<file path="src/shared/amgc_defines.svh">
// register offsets, field positions, reset values and masks of the audio mode and gain bank
`ifndef AMGC_DEFINES_SVH
`define AMGC_DEFINES_SVH

// ****************************************
// register offsets
// ****************************************
`define AMGC_ADDR_PLAYBACK_CFG 8'h16
`define AMGC_ADDR_POWER_SAVE 8'h17
`define AMGC_ADDR_RIGHT_MIC_GAIN 8'h30
`define AMGC_ADDR_LEFT_MIC_GAIN 8'h31
`define AMGC_ADDR_RIGHT_MON_GAIN 8'h32
`define AMGC_ADDR_LEFT_MON_GAIN 8'h33
`define AMGC_ADDR_ALT_GAIN_CFG 8'h40
`define AMGC_ADDR_ALT_RIGHT_GAIN 8'h41
`define AMGC_ADDR_ALT_LEFT_GAIN 8'h42
`define AMGC_NUM_REGS 9

// ****************************************
// field positions
// ****************************************
`define AMGC_BIT_TEST 7
`define AMGC_BIT_PLAYBACK_DISABLE 6
`define AMGC_BIT_PREAMP_POWER_SAVE 4
`define AMGC_BIT_FILTER_RIGHT_EN 1
`define AMGC_BIT_FILTER_LEFT_EN 0
`define AMGC_BIT_SLIDE_SWITCH 7
`define AMGC_BIT_HEADPHONE_SAVE 3
`define AMGC_BIT_MIC_AMP_SAVE 2
`define AMGC_BIT_FILTER_AMP_SAVE 0
`define AMGC_BIT_ALT_GAIN_SELECT 7
`define AMGC_GAIN_MSB 5

// ****************************************
// reset values and masks
// ****************************************
`define AMGC_RST_PLAYBACK_CFG 8'h00
`define AMGC_RST_POWER_SAVE 8'h00
`define AMGC_RST_MIC_GAIN 8'h80
`define AMGC_RST_MON_GAIN 8'h00
`define AMGC_RST_ALT_GAIN_CFG 8'h00
`define AMGC_RST_ALT_GAIN 8'h00
`define AMGC_WMASK_PLAYBACK_CFG 8'h53
`define AMGC_ROVAL_PLAYBACK_CFG 8'h80
`define AMGC_WMASK_POWER_SAVE 8'h8d
`define AMGC_WMASK_MIC_GAIN 8'hbf
`define AMGC_WMASK_GAIN_CODE 8'h3f
`define AMGC_WMASK_ALT_GAIN_CFG 8'h80
`define AMGC_GAIN_MON_KNEE 6'h3e

`endif

</file>
<file path="src/shared/amgc_pkg.sv">
// types shared by the audio mode and gain bank
`default_nettype none
package amgc_pkg;

    // ****************************************
    // host port request
    // ****************************************
    typedef struct packed {
        logic [7:0] addr;
        logic [7:0] wdata;
        logic wr;
        logic rd;
    } amgc_bus_req_t;

    // ****************************************
    // decoded gain: mute flag and gain in 0.5 dB units
    // ****************************************
    typedef struct packed {
        logic mute;
        logic [5:0] half_db;
    } amgc_gain_t;

    // ****************************************
    // control outputs toward the analog blocks
    // ****************************************
    typedef struct packed {
        logic playback_only_disable;
        logic playback_preamp_power_save;
        logic playback_filter_amp_right_en;
        logic playback_filter_amp_left_en;
        logic slide_switch_power_ctrl;
        logic headphone_power_save_en;
        logic mic_amp_power_save_en;
        logic filter_amp_power_save_en;
        logic alternative_gain_select;
        amgc_gain_t right_mic_gain;
        amgc_gain_t left_mic_gain;
        amgc_gain_t right_monitor_gain;
        amgc_gain_t left_monitor_gain;
    } amgc_ctrl_t;

endpackage
`default_nettype wire

</file>
<file path="src/design/amgc_field_reg.sv">
// one 8-bit configuration register with writable mask and constant read-only bits
`default_nettype none
module amgc_field_reg
    import amgc_pkg::*;
#(
    parameter logic [7:0] RESET_VAL = 8'h00,
    parameter logic [7:0] WR_MASK = 8'hff,
    parameter logic [7:0] RO_VAL = 8'h00
) (
    input wire logic mclk_in,
    input wire logic reset_n_in,
    input wire logic wr_en_in,
    input wire logic [7:0] wdata_in,
    output logic [7:0] value_out
);

    logic [7:0] q_r;
    logic [7:0] q_nxt;

    // unlisted bits never store, so they read zero
    assign q_nxt = wdata_in & WR_MASK;

    always_ff @(posedge mclk_in or negedge reset_n_in) begin
        if (!reset_n_in) begin
            q_r <= RESET_VAL & WR_MASK;
        end else if (wr_en_in) begin
            q_r <= q_nxt;
        end
    end

    // read-only bits are constants, a write cannot reach them
    assign value_out = q_r | RO_VAL;

endmodule
`default_nettype wire

</file>
<file path="src/design/amgc_gain_decode.sv">
// decodes a 6-bit gain code into mute and 0.5 dB steps
`default_nettype none
`include "amgc_defines.svh"
module amgc_gain_decode
    import amgc_pkg::*;
#(
    parameter logic MONITOR = 1'b0
) (
    input wire logic [5:0] code_in,
    output amgc_gain_t gain_out
);

    logic is_mute;
    logic [5:0] mic_steps;
    logic [5:0] mon_steps;

    assign is_mute = (code_in == 6'h00);
    // code 1 is 0 dB, code 63 is 31 dB
    assign mic_steps = is_mute ? 6'h00 : (code_in - 6'h01);
    // code 1 is 0.5 dB; top two codes land on 30.5 and 31 dB
    assign mon_steps = (code_in >= `AMGC_GAIN_MON_KNEE) ? (code_in - 6'h01) : code_in;

    assign gain_out.mute = is_mute;
    assign gain_out.half_db = MONITOR ? mon_steps : mic_steps;

endmodule
`default_nettype wire

</file>
<file path="src/design/amgc_bank.sv">
// configuration register bank for playback, power save and microphone gains
//
// Operation
// playback test bit reads one, read-only
// playback bit 6 disables playback-only mode
// playback bit 4 enables preamp power save
// playback bit 1 enables right filter amp
// playback bit 0 enables left filter amp
// power-save bit 7 enables slide-switch control
// power-save bit 3 enables headphone power save
// power-save bit 2 enables mic amp save
// power-save bit 0 enables filter amp save
// right mic code 0 mute, 1 0dB
// left mic code 0 mute, 1 0dB
// right monitor code 0 mute, 1 0.5dB
// left monitor code 0 mute, 1 0.5dB
// alternative select replaces mic gain registers
// software sets slider only after slide-switch
// unlisted bits read zero, defaults on reset
`default_nettype none
`include "amgc_defines.svh"
module amgc_bank
    import amgc_pkg::*;
(
    input wire logic mclk_in,
    input wire logic reset_n_in,
    input wire amgc_bus_req_t bus_in,
    output logic [7:0] rdata_out,
    output logic rvalid_out,
    output amgc_ctrl_t ctrl_out
);

    // ****************************************
    // register indices
    // ****************************************
    localparam int NREG = `AMGC_NUM_REGS;
    localparam int IDX_PLAYBACK = 0;
    localparam int IDX_POWER = 1;
    localparam int IDX_RMIC = 2;
    localparam int IDX_LMIC = 3;
    localparam int IDX_RMON = 4;
    localparam int IDX_LMON = 5;
    localparam int IDX_ALTCFG = 6;
    localparam int IDX_ALTR = 7;
    localparam int IDX_ALTL = 8;

    // ****************************************
    // per-register constants
    // ****************************************
    function automatic logic [7:0] reg_addr(input int idx);
        unique case (idx)
            IDX_PLAYBACK: reg_addr = `AMGC_ADDR_PLAYBACK_CFG;
            IDX_POWER: reg_addr = `AMGC_ADDR_POWER_SAVE;
            IDX_RMIC: reg_addr = `AMGC_ADDR_RIGHT_MIC_GAIN;
            IDX_LMIC: reg_addr = `AMGC_ADDR_LEFT_MIC_GAIN;
            IDX_RMON: reg_addr = `AMGC_ADDR_RIGHT_MON_GAIN;
            IDX_LMON: reg_addr = `AMGC_ADDR_LEFT_MON_GAIN;
            IDX_ALTCFG: reg_addr = `AMGC_ADDR_ALT_GAIN_CFG;
            IDX_ALTR: reg_addr = `AMGC_ADDR_ALT_RIGHT_GAIN;
            IDX_ALTL: reg_addr = `AMGC_ADDR_ALT_LEFT_GAIN;
            default: reg_addr = 8'h00;
        endcase
    endfunction

    function automatic logic [7:0] reg_reset(input int idx);
        unique case (idx)
            IDX_PLAYBACK: reg_reset = `AMGC_RST_PLAYBACK_CFG;
            IDX_POWER: reg_reset = `AMGC_RST_POWER_SAVE;
            IDX_RMIC: reg_reset = `AMGC_RST_MIC_GAIN;
            IDX_LMIC: reg_reset = `AMGC_RST_MIC_GAIN;
            IDX_RMON: reg_reset = `AMGC_RST_MON_GAIN;
            IDX_LMON: reg_reset = `AMGC_RST_MON_GAIN;
            IDX_ALTCFG: reg_reset = `AMGC_RST_ALT_GAIN_CFG;
            IDX_ALTR: reg_reset = `AMGC_RST_ALT_GAIN;
            IDX_ALTL: reg_reset = `AMGC_RST_ALT_GAIN;
            default: reg_reset = 8'h00;
        endcase
    endfunction

    function automatic logic [7:0] reg_wmask(input int idx);
        unique case (idx)
            IDX_PLAYBACK: reg_wmask = `AMGC_WMASK_PLAYBACK_CFG;
            IDX_POWER: reg_wmask = `AMGC_WMASK_POWER_SAVE;
            IDX_RMIC: reg_wmask = `AMGC_WMASK_MIC_GAIN;
            IDX_LMIC: reg_wmask = `AMGC_WMASK_MIC_GAIN;
            IDX_RMON: reg_wmask = `AMGC_WMASK_GAIN_CODE;
            IDX_LMON: reg_wmask = `AMGC_WMASK_GAIN_CODE;
            IDX_ALTCFG: reg_wmask = `AMGC_WMASK_ALT_GAIN_CFG;
            IDX_ALTR: reg_wmask = `AMGC_WMASK_GAIN_CODE;
            IDX_ALTL: reg_wmask = `AMGC_WMASK_GAIN_CODE;
            default: reg_wmask = 8'h00;
        endcase
    endfunction

    function automatic logic [7:0] reg_roval(input int idx);
        unique case (idx)
            IDX_PLAYBACK: reg_roval = `AMGC_ROVAL_PLAYBACK_CFG;
            default: reg_roval = 8'h00;
        endcase
    endfunction

    // address match, shared by the write and read paths
    function automatic logic addr_hit(input logic [7:0] addr, input int idx);
        addr_hit = (addr == reg_addr(idx));
    endfunction

    // ****************************************
    // register storage
    // ****************************************
    logic [NREG-1:0] wr_sel;
    logic [NREG-1:0] rd_sel;
    logic [7:0] reg_value [NREG];
    logic [7:0] rd_chain [NREG+1];

    assign rd_chain[0] = 8'h00;

    genvar gi;
    generate
        for (gi = 0; gi < NREG; gi++) begin : g_reg
            // unmapped addresses match nothing, so writes there vanish
            assign wr_sel[gi] = bus_in.wr & addr_hit(bus_in.addr, gi);
            assign rd_sel[gi] = bus_in.rd & addr_hit(bus_in.addr, gi);

            amgc_field_reg #(
                .RESET_VAL(reg_reset(gi)),
                .WR_MASK(reg_wmask(gi)),
                .RO_VAL(reg_roval(gi))
            ) u_reg (
                .mclk_in(mclk_in),
                .reset_n_in(reset_n_in),
                .wr_en_in(wr_sel[gi]),
                .wdata_in(bus_in.wdata),
                .value_out(reg_value[gi])
            );

            assign rd_chain[gi+1] = rd_chain[gi] | (rd_sel[gi] ? reg_value[gi] : 8'h00);
        end
    endgenerate

    // ****************************************
    // read path
    // ****************************************
    logic [7:0] rdata_r;
    logic [7:0] rdata_nxt;
    logic rvalid_r;

    // unmapped reads answer zero; data stands one cycle only
    assign rdata_nxt = bus_in.rd ? rd_chain[NREG] : 8'h00;

    always_ff @(posedge mclk_in or negedge reset_n_in) begin
        if (!reset_n_in) begin
            rdata_r <= 8'h00;
            rvalid_r <= 1'b0;
        end else begin
            rdata_r <= rdata_nxt;
            rvalid_r <= bus_in.rd;
        end
    end

    assign rdata_out = rdata_r;
    assign rvalid_out = rvalid_r;

    // ****************************************
    // field extraction
    // ****************************************
    logic [7:0] playback_word;
    logic [7:0] power_word;
    logic playback_only_disable;
    logic playback_preamp_power_save;
    logic playback_filter_amp_right_en;
    logic playback_filter_amp_left_en;
    logic slide_switch_power_ctrl;
    logic headphone_power_save_en;
    logic mic_amp_power_save_en;
    logic filter_amp_power_save_en;
    logic alternative_gain_select;

    assign playback_word = reg_value[IDX_PLAYBACK];
    assign power_word = reg_value[IDX_POWER];

    assign playback_only_disable = playback_word[`AMGC_BIT_PLAYBACK_DISABLE];
    assign playback_preamp_power_save = playback_word[`AMGC_BIT_PREAMP_POWER_SAVE];
    assign playback_filter_amp_right_en = playback_word[`AMGC_BIT_FILTER_RIGHT_EN];
    assign playback_filter_amp_left_en = playback_word[`AMGC_BIT_FILTER_LEFT_EN];

    // slider monitor setup elsewhere relies on this bit being set first
    assign slide_switch_power_ctrl = power_word[`AMGC_BIT_SLIDE_SWITCH];
    assign headphone_power_save_en = power_word[`AMGC_BIT_HEADPHONE_SAVE];
    assign mic_amp_power_save_en = power_word[`AMGC_BIT_MIC_AMP_SAVE];
    assign filter_amp_power_save_en = power_word[`AMGC_BIT_FILTER_AMP_SAVE];

    assign alternative_gain_select = reg_value[IDX_ALTCFG][`AMGC_BIT_ALT_GAIN_SELECT];

    // ****************************************
    // gain code selection
    // ****************************************
    logic [5:0] code_sel [4];

    // alternative codes override the mic gain registers completely
    assign code_sel[0] = alternative_gain_select ? reg_value[IDX_ALTR][`AMGC_GAIN_MSB:0]
                                                 : reg_value[IDX_RMIC][`AMGC_GAIN_MSB:0];
    assign code_sel[1] = alternative_gain_select ? reg_value[IDX_ALTL][`AMGC_GAIN_MSB:0]
                                                 : reg_value[IDX_LMIC][`AMGC_GAIN_MSB:0];
    // the mic test bit 7 is stored and read back but steers nothing
    assign code_sel[2] = reg_value[IDX_RMON][`AMGC_GAIN_MSB:0];
    assign code_sel[3] = reg_value[IDX_LMON][`AMGC_GAIN_MSB:0];

    // ****************************************
    // gain decoders: two mic, two monitor
    // ****************************************
    amgc_gain_t gain_dec [4];

    generate
        for (gi = 0; gi < 4; gi++) begin : g_dec
            amgc_gain_decode #(
                .MONITOR(gi >= 2)
            ) u_dec (
                .code_in(code_sel[gi]),
                .gain_out(gain_dec[gi])
            );
        end
    endgenerate

    // ****************************************
    // registered control outputs
    // ****************************************
    localparam amgc_gain_t GAIN_MUTED = '{mute: 1'b1, half_db: 6'h00};

    // matches the register defaults: all gains decode to mute
    localparam amgc_ctrl_t CTRL_RESET = '{
        playback_only_disable: 1'b0,
        playback_preamp_power_save: 1'b0,
        playback_filter_amp_right_en: 1'b0,
        playback_filter_amp_left_en: 1'b0,
        slide_switch_power_ctrl: 1'b0,
        headphone_power_save_en: 1'b0,
        mic_amp_power_save_en: 1'b0,
        filter_amp_power_save_en: 1'b0,
        alternative_gain_select: 1'b0,
        right_mic_gain: GAIN_MUTED,
        left_mic_gain: GAIN_MUTED,
        right_monitor_gain: GAIN_MUTED,
        left_monitor_gain: GAIN_MUTED
    };

    amgc_ctrl_t ctrl_r;
    amgc_ctrl_t ctrl_nxt;

    assign ctrl_nxt.playback_only_disable = playback_only_disable;
    assign ctrl_nxt.playback_preamp_power_save = playback_preamp_power_save;
    assign ctrl_nxt.playback_filter_amp_right_en = playback_filter_amp_right_en;
    assign ctrl_nxt.playback_filter_amp_left_en = playback_filter_amp_left_en;
    assign ctrl_nxt.slide_switch_power_ctrl = slide_switch_power_ctrl;
    assign ctrl_nxt.headphone_power_save_en = headphone_power_save_en;
    assign ctrl_nxt.mic_amp_power_save_en = mic_amp_power_save_en;
    assign ctrl_nxt.filter_amp_power_save_en = filter_amp_power_save_en;
    assign ctrl_nxt.alternative_gain_select = alternative_gain_select;
    assign ctrl_nxt.right_mic_gain = gain_dec[0];
    assign ctrl_nxt.left_mic_gain = gain_dec[1];
    assign ctrl_nxt.right_monitor_gain = gain_dec[2];
    assign ctrl_nxt.left_monitor_gain = gain_dec[3];

    // extra flop stage keeps decoder glitches off the analog controls
    always_ff @(posedge mclk_in or negedge reset_n_in) begin
        if (!reset_n_in) begin
            ctrl_r <= CTRL_RESET;
        end else begin
            ctrl_r <= ctrl_nxt;
        end
    end

    assign ctrl_out = ctrl_r;

endmodule
`default_nettype wire

</file>
<file path="config.mk">
export PLATFORM = sky130hd
export DESIGN_NAME = amgc_bank
export DESIGN_NICKNAME = d
export VERILOG_FILES = /design/src/shared/amgc_pkg.sv /design/src/design/amgc_field_reg.sv /design/src/design/amgc_gain_decode.sv /design/src/design/amgc_bank.sv
export VERILOG_INCLUDE_DIRS = /design/src /design/src/shared
export SDC_FILE = /design/constraint.sdc
export NUM_CORES = 1
export LEC_CHECK = 0
export CORE_ASPECT_RATIO = 0.8
export CORE_MARGIN = 2
export CORE_UTILIZATION = 45
export CTS_CLUSTER_SIZE = 20
export DETAILED_ROUTE_END_ITERATION = 6
export DONT_BUFFER_PORTS = 1
export PLACE_DENSITY = 0.65
export SKIP_LAST_GASP = 1
export SYNTH_ARGS = -nofsm -noshare
export SYNTH_HDL_FRONTEND = slang
export SYNTH_SLANG_ARGS = --single-unit
</file>
<file path="constraint.sdc">
create_clock -name mclk_in -period 2.1 [get_ports mclk_in]
set_clock_uncertainty 0.1 [all_clocks]
set_input_delay 0.105 -clock mclk_in [delete_from_list [all_inputs] [get_ports mclk_in]]
set_output_delay 0.105 -clock mclk_in [all_outputs]
set_load 0.01 [all_outputs]
</file>
# [Word level (Yosys, flattened, before mapping)]
# Index checks and enable logic that the tools add are counted.
[totals] regBits=93 out_inout_bits=46 wordCells=89
[classes] n_addsub=4 order_cmp=2 n_eq_ne=9 n_mux=16 bitwise_logic=26 n_reduce_logical=4
[ops] operator="6-bit two-way mux" count=10
[ops] operator="8-bit two-way mux" count=6
[ops] operator="8-bit by 6-bit == test with 1-bit output, second input constant" count=4
[ops] operator="8-bit by 6-bit bitwise OR with 8-bit output" count=4
[ops] operator="8-bit bitwise OR" count=4
[ops] operator="8-bit by 7-bit == test with 1-bit output, second input constant" count=3
[ops] operator="6-bit zero test" count=4
[ops] operator="6-bit by 1-bit subtractor with 6-bit output, second input constant" count=4
[ops] operator="1-bit AND" count=18
[ops] operator="8-bit by 5-bit == test with 1-bit output, second input constant" count=2
[ops] operator="6-bit greater-or-equal comparator, second input constant" count=2

# [Longest topological paths before layout]
[depth] depth_word=12 ltp_mapped=7 depth_no_buf=6

# [Hierarchy]
# A second synthesis with hierarchy kept.
[hier_totals] cells_unflattened=394 area_unflattened_um2=4898.4
[by_module_without_submodules] module="amgc_bank" instances=1 cells_each=181 area_each_um2=2178.3
[by_module_without_submodules] module="amgc_field_reg (g_reg[4].u_reg ...)" instances=4 cells_each=16 area_each_um2=270.3
[by_module_without_submodules] module="amgc_field_reg (g_reg[2].u_reg ...)" instances=2 cells_each=17 area_each_um2=304.0
[by_module_without_submodules] module="amgc_gain_decode (g_dec[0].u_dec ...)" instances=2 cells_each=22 area_each_um2=157.7
[by_module_without_submodules] module="amgc_gain_decode (g_dec[2].u_dec ...)" instances=2 cells_each=17 area_each_um2=128.9
[by_module_without_submodules] module="amgc_field_reg (g_reg[0].u_reg)" instances=1 cells_each=14 area_each_um2=182.7
[by_module_without_submodules] module="amgc_field_reg (g_reg[1].u_reg)" instances=1 cells_each=13 area_each_um2=178.9
[by_module_without_submodules] module="amgc_field_reg (g_reg[6].u_reg)" instances=1 cells_each=10 area_each_um2=96.3

# [Least setup slack after synthesis]
# OpenSTA, ideal clock, no wires.
[synth_timing] kind="reg-to-reg" start="register g_reg[6].u_reg.q_r[7]" end="register ctrl_r (netlist bit ctrl_out[24])" setup_time_ps=128 t_arrival_ps=1729 path_slack_ps=143 path_stages_with_launch=8 path_buffers=2 synth_period_minus_slack_ps=1957 path_cell_list="dfrtp_1 buf_2 buf_4 mux2i_1 ha_1 o211ai_1 nor2_1 nor2_1"
[synth_lines] item="start: declaration" line_no="amgc_field_reg.sv:17" rtl="logic [7:0] q_r;"
[synth_lines] item="start signal: assignment" line_no="amgc_field_reg.sv:25" rtl="q_r <= RESET_VAL & WR_MASK;"
[synth_lines] item="start signal: assignment" line_no="amgc_field_reg.sv:27" rtl="q_r <= q_nxt;"
[synth_lines] item="end signal: assignment" line_no="amgc_bank.sv:268" rtl="ctrl_r <= ctrl_nxt;"
[synth_lines] item="end: declaration" line_no="amgc_bank.sv:246" rtl="amgc_ctrl_t ctrl_r;"

# [Final worst setup path]
[layout_timing] start="input port bus_in[1] (netlist bit)" end="register g_reg[4].u_reg.q_r[3]"
[layout_between] elab_chain_cells=1
[layout_rtl] item="start: declaration" line_no="amgc_bank.sv:27" rtl="input wire amgc_bus_req_t bus_in,"
[layout_rtl] item="1-bit AND" line_no="amgc_bank.sv:121" rtl="assign wr_sel[gi] = bus_in.wr & addr_hit(bus_in.addr, gi);"
[layout_rtl] item="end signal: assignment" line_no="amgc_field_reg.sv:25"
[layout_rtl] item="end signal: assignment" line_no="amgc_field_reg.sv:27"
[layout_rtl] item="end: declaration" line_no="amgc_field_reg.sv:17"
# Every way passes these cells.
# A chain may end at the register's enable or synchronous reset.

==> load_flow_metrics.sql <==
INSERT INTO impl_metrics (metric_group, metric, value, unit) VALUES
('synth', 'synth.cell_area', '0.00424', 'sq mm'),
('cells_and_area', 'sequential_cell_area', '0.00234', 'sq mm'),
('global_routing', 'pin_count_of_the_biggest_net_entering_global_routing', '94', ''),
('worst_setup_path', 'combined_buffer_and_inverter_count_along_the_critical_path', '2', ''),
('power_and_ir_drop', 'total_leakage_power', '2.22', 'nW'),
('place', 'port_buffers', '0', ''),
('synth', 'yosysMostFrequentCell', 'sky130_fd_sc_hd__dfrtp_1', ''),
('place', 'finalWeightedCongestion', '0.868', ''),
('synth', 'yosys.cell_types.count', '54', ''),
('worst_setup_path', 'path_max_fanout', '6', ''),
('routing', 'first_iter_violations', '181', ''),
('clock_network', 'clockBufferDepth', '2', ''),
('synth', 'postSynthRegisterBits', '93', ''),
('global_routing', 'groute.usage.overall', '19.2', '%'),
('cells_and_area', 'n_fill_cell', '770', ''),
('synth', 'synth_top_cells_by_count', '87 x sky130_fd_sc_hd__dfrtp_1, 47 x sky130_fd_sc_hd__mux2_1, 18 x sky130_fd_sc_hd__nor2_1, 12 x sky130_fd_sc_hd__mux2i_1, 9 x sky130_fd_sc_hd__ha_1', ''),
('synth', 'ys.warnings.count', '0', ''),
('worst_setup_path', 'slowest_stage', 'sky130_fd_sc_hd__dlygate4sd3_1', ''),
('worst_setup_path', 'regToRegStartpoint', 'g_reg[6].u_reg.value_out[7]', ''),
('sta', 'finalCriticalPeriod', '1.96', 'ns'),
('routing', 'wirelength', '9300', 'um'),
('synth', 'synth_seq_area_share', '55.0', '%'),
('synth', 'dominantRegCellSynth', 'sky130_fd_sc_hd__dfrtp_1', ''),
('status', 'outcome', 'finished with violations', ''),
('global_routing', 'grt-ovfl-total', '0', ''),
('worst_setup_path', 'cp_data_arrival_time', '2.08', 'ns'),
('clock_network', 'cts.hold.buffers_added', '14', ''),
('clock_network', 'clk_pin_slew_worst_paths', '0.07', 'ns'),
('synth', 'synthDominantCellAreaShare', '51.3', '%'),
('sta', 'slew_viol_final', '0', ''),
('sta', 'timing.final.setup_violations', '0', ''),
('floorplan', 'fp.dieArea', '0.0102', 'sq mm'),
('clock_network', 'cts_max_level', '3', ''),
('cells_and_area', 'area_delta_synth_final', '12.9', '%'),
('routing', 'routed_vias_inst', '5.82', ''),
('floorplan', 'fp.coreArea', '0.00911', 'sq mm'),
('place', 'post_dp_hpwl', '6310', 'um'),
('cells_and_area', 'final_nets', '353', ''),
('worst_setup_path', 'critical_path.top_delay_family', 'buffers and inverters', ''),
('worst_setup_path', 'cp_cell_sequence', 'dlygate4sd3_1 -> nand3_4 -> mux2_1 -> dlygate4sd3_1', ''),
('routing', 'drcViolationCount', '0', ''),
('clock_network', 'cts.sinks', '93', ''),
('routing', 'num_vias', '2584', ''),
('cells_and_area', 'multi_input_comb_area', '0.00181', 'sq mm'),
('status', 'violations', 'negative hold slack', ''),
('hold_path', 'worstHoldPathType', 'input port to async pin', ''),
('worst_setup_path', 'timing.critical_path.mode_cell', 'sky130_fd_sc_hd__dlygate4sd3_1', ''),
('sta', 'max_clock_freq', '510', 'MHz'),
('synth', 'synth_enable_flop_cells', '0', ''),
('synth', 'synth.top_cells.by_area', 'sky130_fd_sc_hd__dfrtp_1 51%, sky130_fd_sc_hd__mux2_1 12%, sky130_fd_sc_hd__dfstp_2 3.7%', ''),
('clock_network', 'tritoncts', 'built', ''),
('routing', 'drt-pass1-iter-count', '4', ''),
('sta', 'rsz_0062_raised_after_global_routing', 'no', ''),
('global_routing', 'initial_antenna_violation_count', '0', ''),
('synth', 'synthesis.area_per_instance', '13.7', 'sq um'),
('clock_network', 'insertion_delay', '0.34', 'ns'),
('sta', 'timing.final.crit_share', '93.4', '%'),
('cells_and_area', 'antenna_cells_inserted', '0', ''),
('floorplan', 'io_pins', '66', ''),
('floorplan', 'die-height', '90.9', 'um'),
('worst_setup_path', 'critical_setup_path_kind', 'input port to flip-flop', ''),
('sta', 'finalHoldViolCount', '93', ''),
('routing', 'drt.antenna.violating_nets', '0', ''),
('power_and_ir_drop', 'ir_drop', '0.000534', 'V'),
('global_routing', 'grt_pass1_vias', '2646', ''),
('worst_setup_path', 'timing.critical_path.slowest_cell_delay', '0.86', 'ns'),
('synth', 'syn_nets', '338', ''),
('worst_setup_path', 'timing.critical_path.required', '2.22', 'ns'),
('sta', 'fin_worst_hold_slack', '-0.642', 'ns'),
('floorplan', 'initial_core_util', '46.6', '%'),
('cells_and_area', 'drive_above_1_share', '15.5', '%');
[worst paths after layout]
path                                               end  slack, ns  cells after the start
max in group asynchronous                  ctrl_out[6]       2.31                      0
hold / removal                            ctrl_out[34]      -0.64                      0
setup reg to reg                          ctrl_out[19]       0.24                      4
setup / recovery           g_reg[4].u_reg.value_out[3]       0.14                      4
hold reg to reg                           ctrl_out[33]       0.29                      0
min in group mclk_in       g_reg[3].u_reg.value_out[5]       0.02                      2
[cell usage in the layout, fill, tap and decap left out, drive strengths merged, types with 4 or more instances in the layout]
cell,Yosys,layout
nor4b,4,4
nor2,18,18
dlygate4sd3,0,14
a22o,4,4
mux2,53,53
a32oi,4,4
nand3,12,12
and3,5,5
nand4,6,6
ha,9,9
inv,4,8
clkbuf,6,9
mux2i,12,12
nor3b,6,6
a21boi,6,6
xnor2,5,5
nand2,7,7
dfstp,6,6
dfrtp,87,87
buf,9,5
o21ai,4,4
nor2b,6,6
nor3,4,4
[sequential cells by signal, summed over array words and instances, names as in the netlist]
name / flops
ctrl_out: 37
g.u_reg.q_r: 4
g.u_reg.value_out: 43
rdata_out: 8
rvalid_out: 1
[metrics by stage]
step	cells	cell area [sq um]	power [W]	util [%]	setup slack (ns)
2_1_floorplan	309	4240	0.00232	-	0.143
3_3_place_gp	414	4340	0.00237	47.6	0.234
3_5_place_dp	414	4340	0.00238	47.6	0.131
4_1_cts	444	4790	0.00409	52.5	0.131
5_1_grt	444	4790	0.00422	52.5	0.0944
6_report	444	4790	0.00404	52.5	0.139
[what timing repair did]
action                                  in CTS  in global routing
endpoints found under the setup margin       0                  6
setup buffers                                0                  0
endpoints found under the hold margin      149                 93
resized for setup                            0                  1
[power by group]
group | switching [W] | total, W | internal (W)
combinational | 0.000156 | 0.000305 | 0.000149
clock | 0.000707 | 0.00165 | 0.000941
sequential | 0.000139 | 0.00209 | 0.00195
[cell families (layout without fill, tap and decap cells)]
kind of cell,Yosys count,in the layout,share of synthesized area (%)
AOI/OAI and AO/OA,34,34,6.19
xor gates and xnor gates,6,6,1.24
adders and majority gates,9,9,2.65
buffers and inverters,19,39,2.30
DFF,93,93,55.0
muxes,68,68,19.0
and+or+nand+nor,80,80,13.6
[area by class of cell]
class                   count  share of cell area [%]
flip-flops and latches     93                    48.8
multi-input cells         197                    37.8
clock buffers               9                    4.70
repair buffers             19                    3.71
well taps                 115                    3.00
clock inverters             7                    1.67
inverters                   4                   0.313
[metal layers]
layer / wire (um) / global-route usage, % / vias up
li1: - / - / 1172
met1: 4520 / 28.7 / 1321
met2: 3990 / 26.5 / 80
met3: 688 / 6.51 / 11
met4: 104 / 4.98 / 0
met5: 0 / 0 / -
Power figures use the tool's default switching activity.
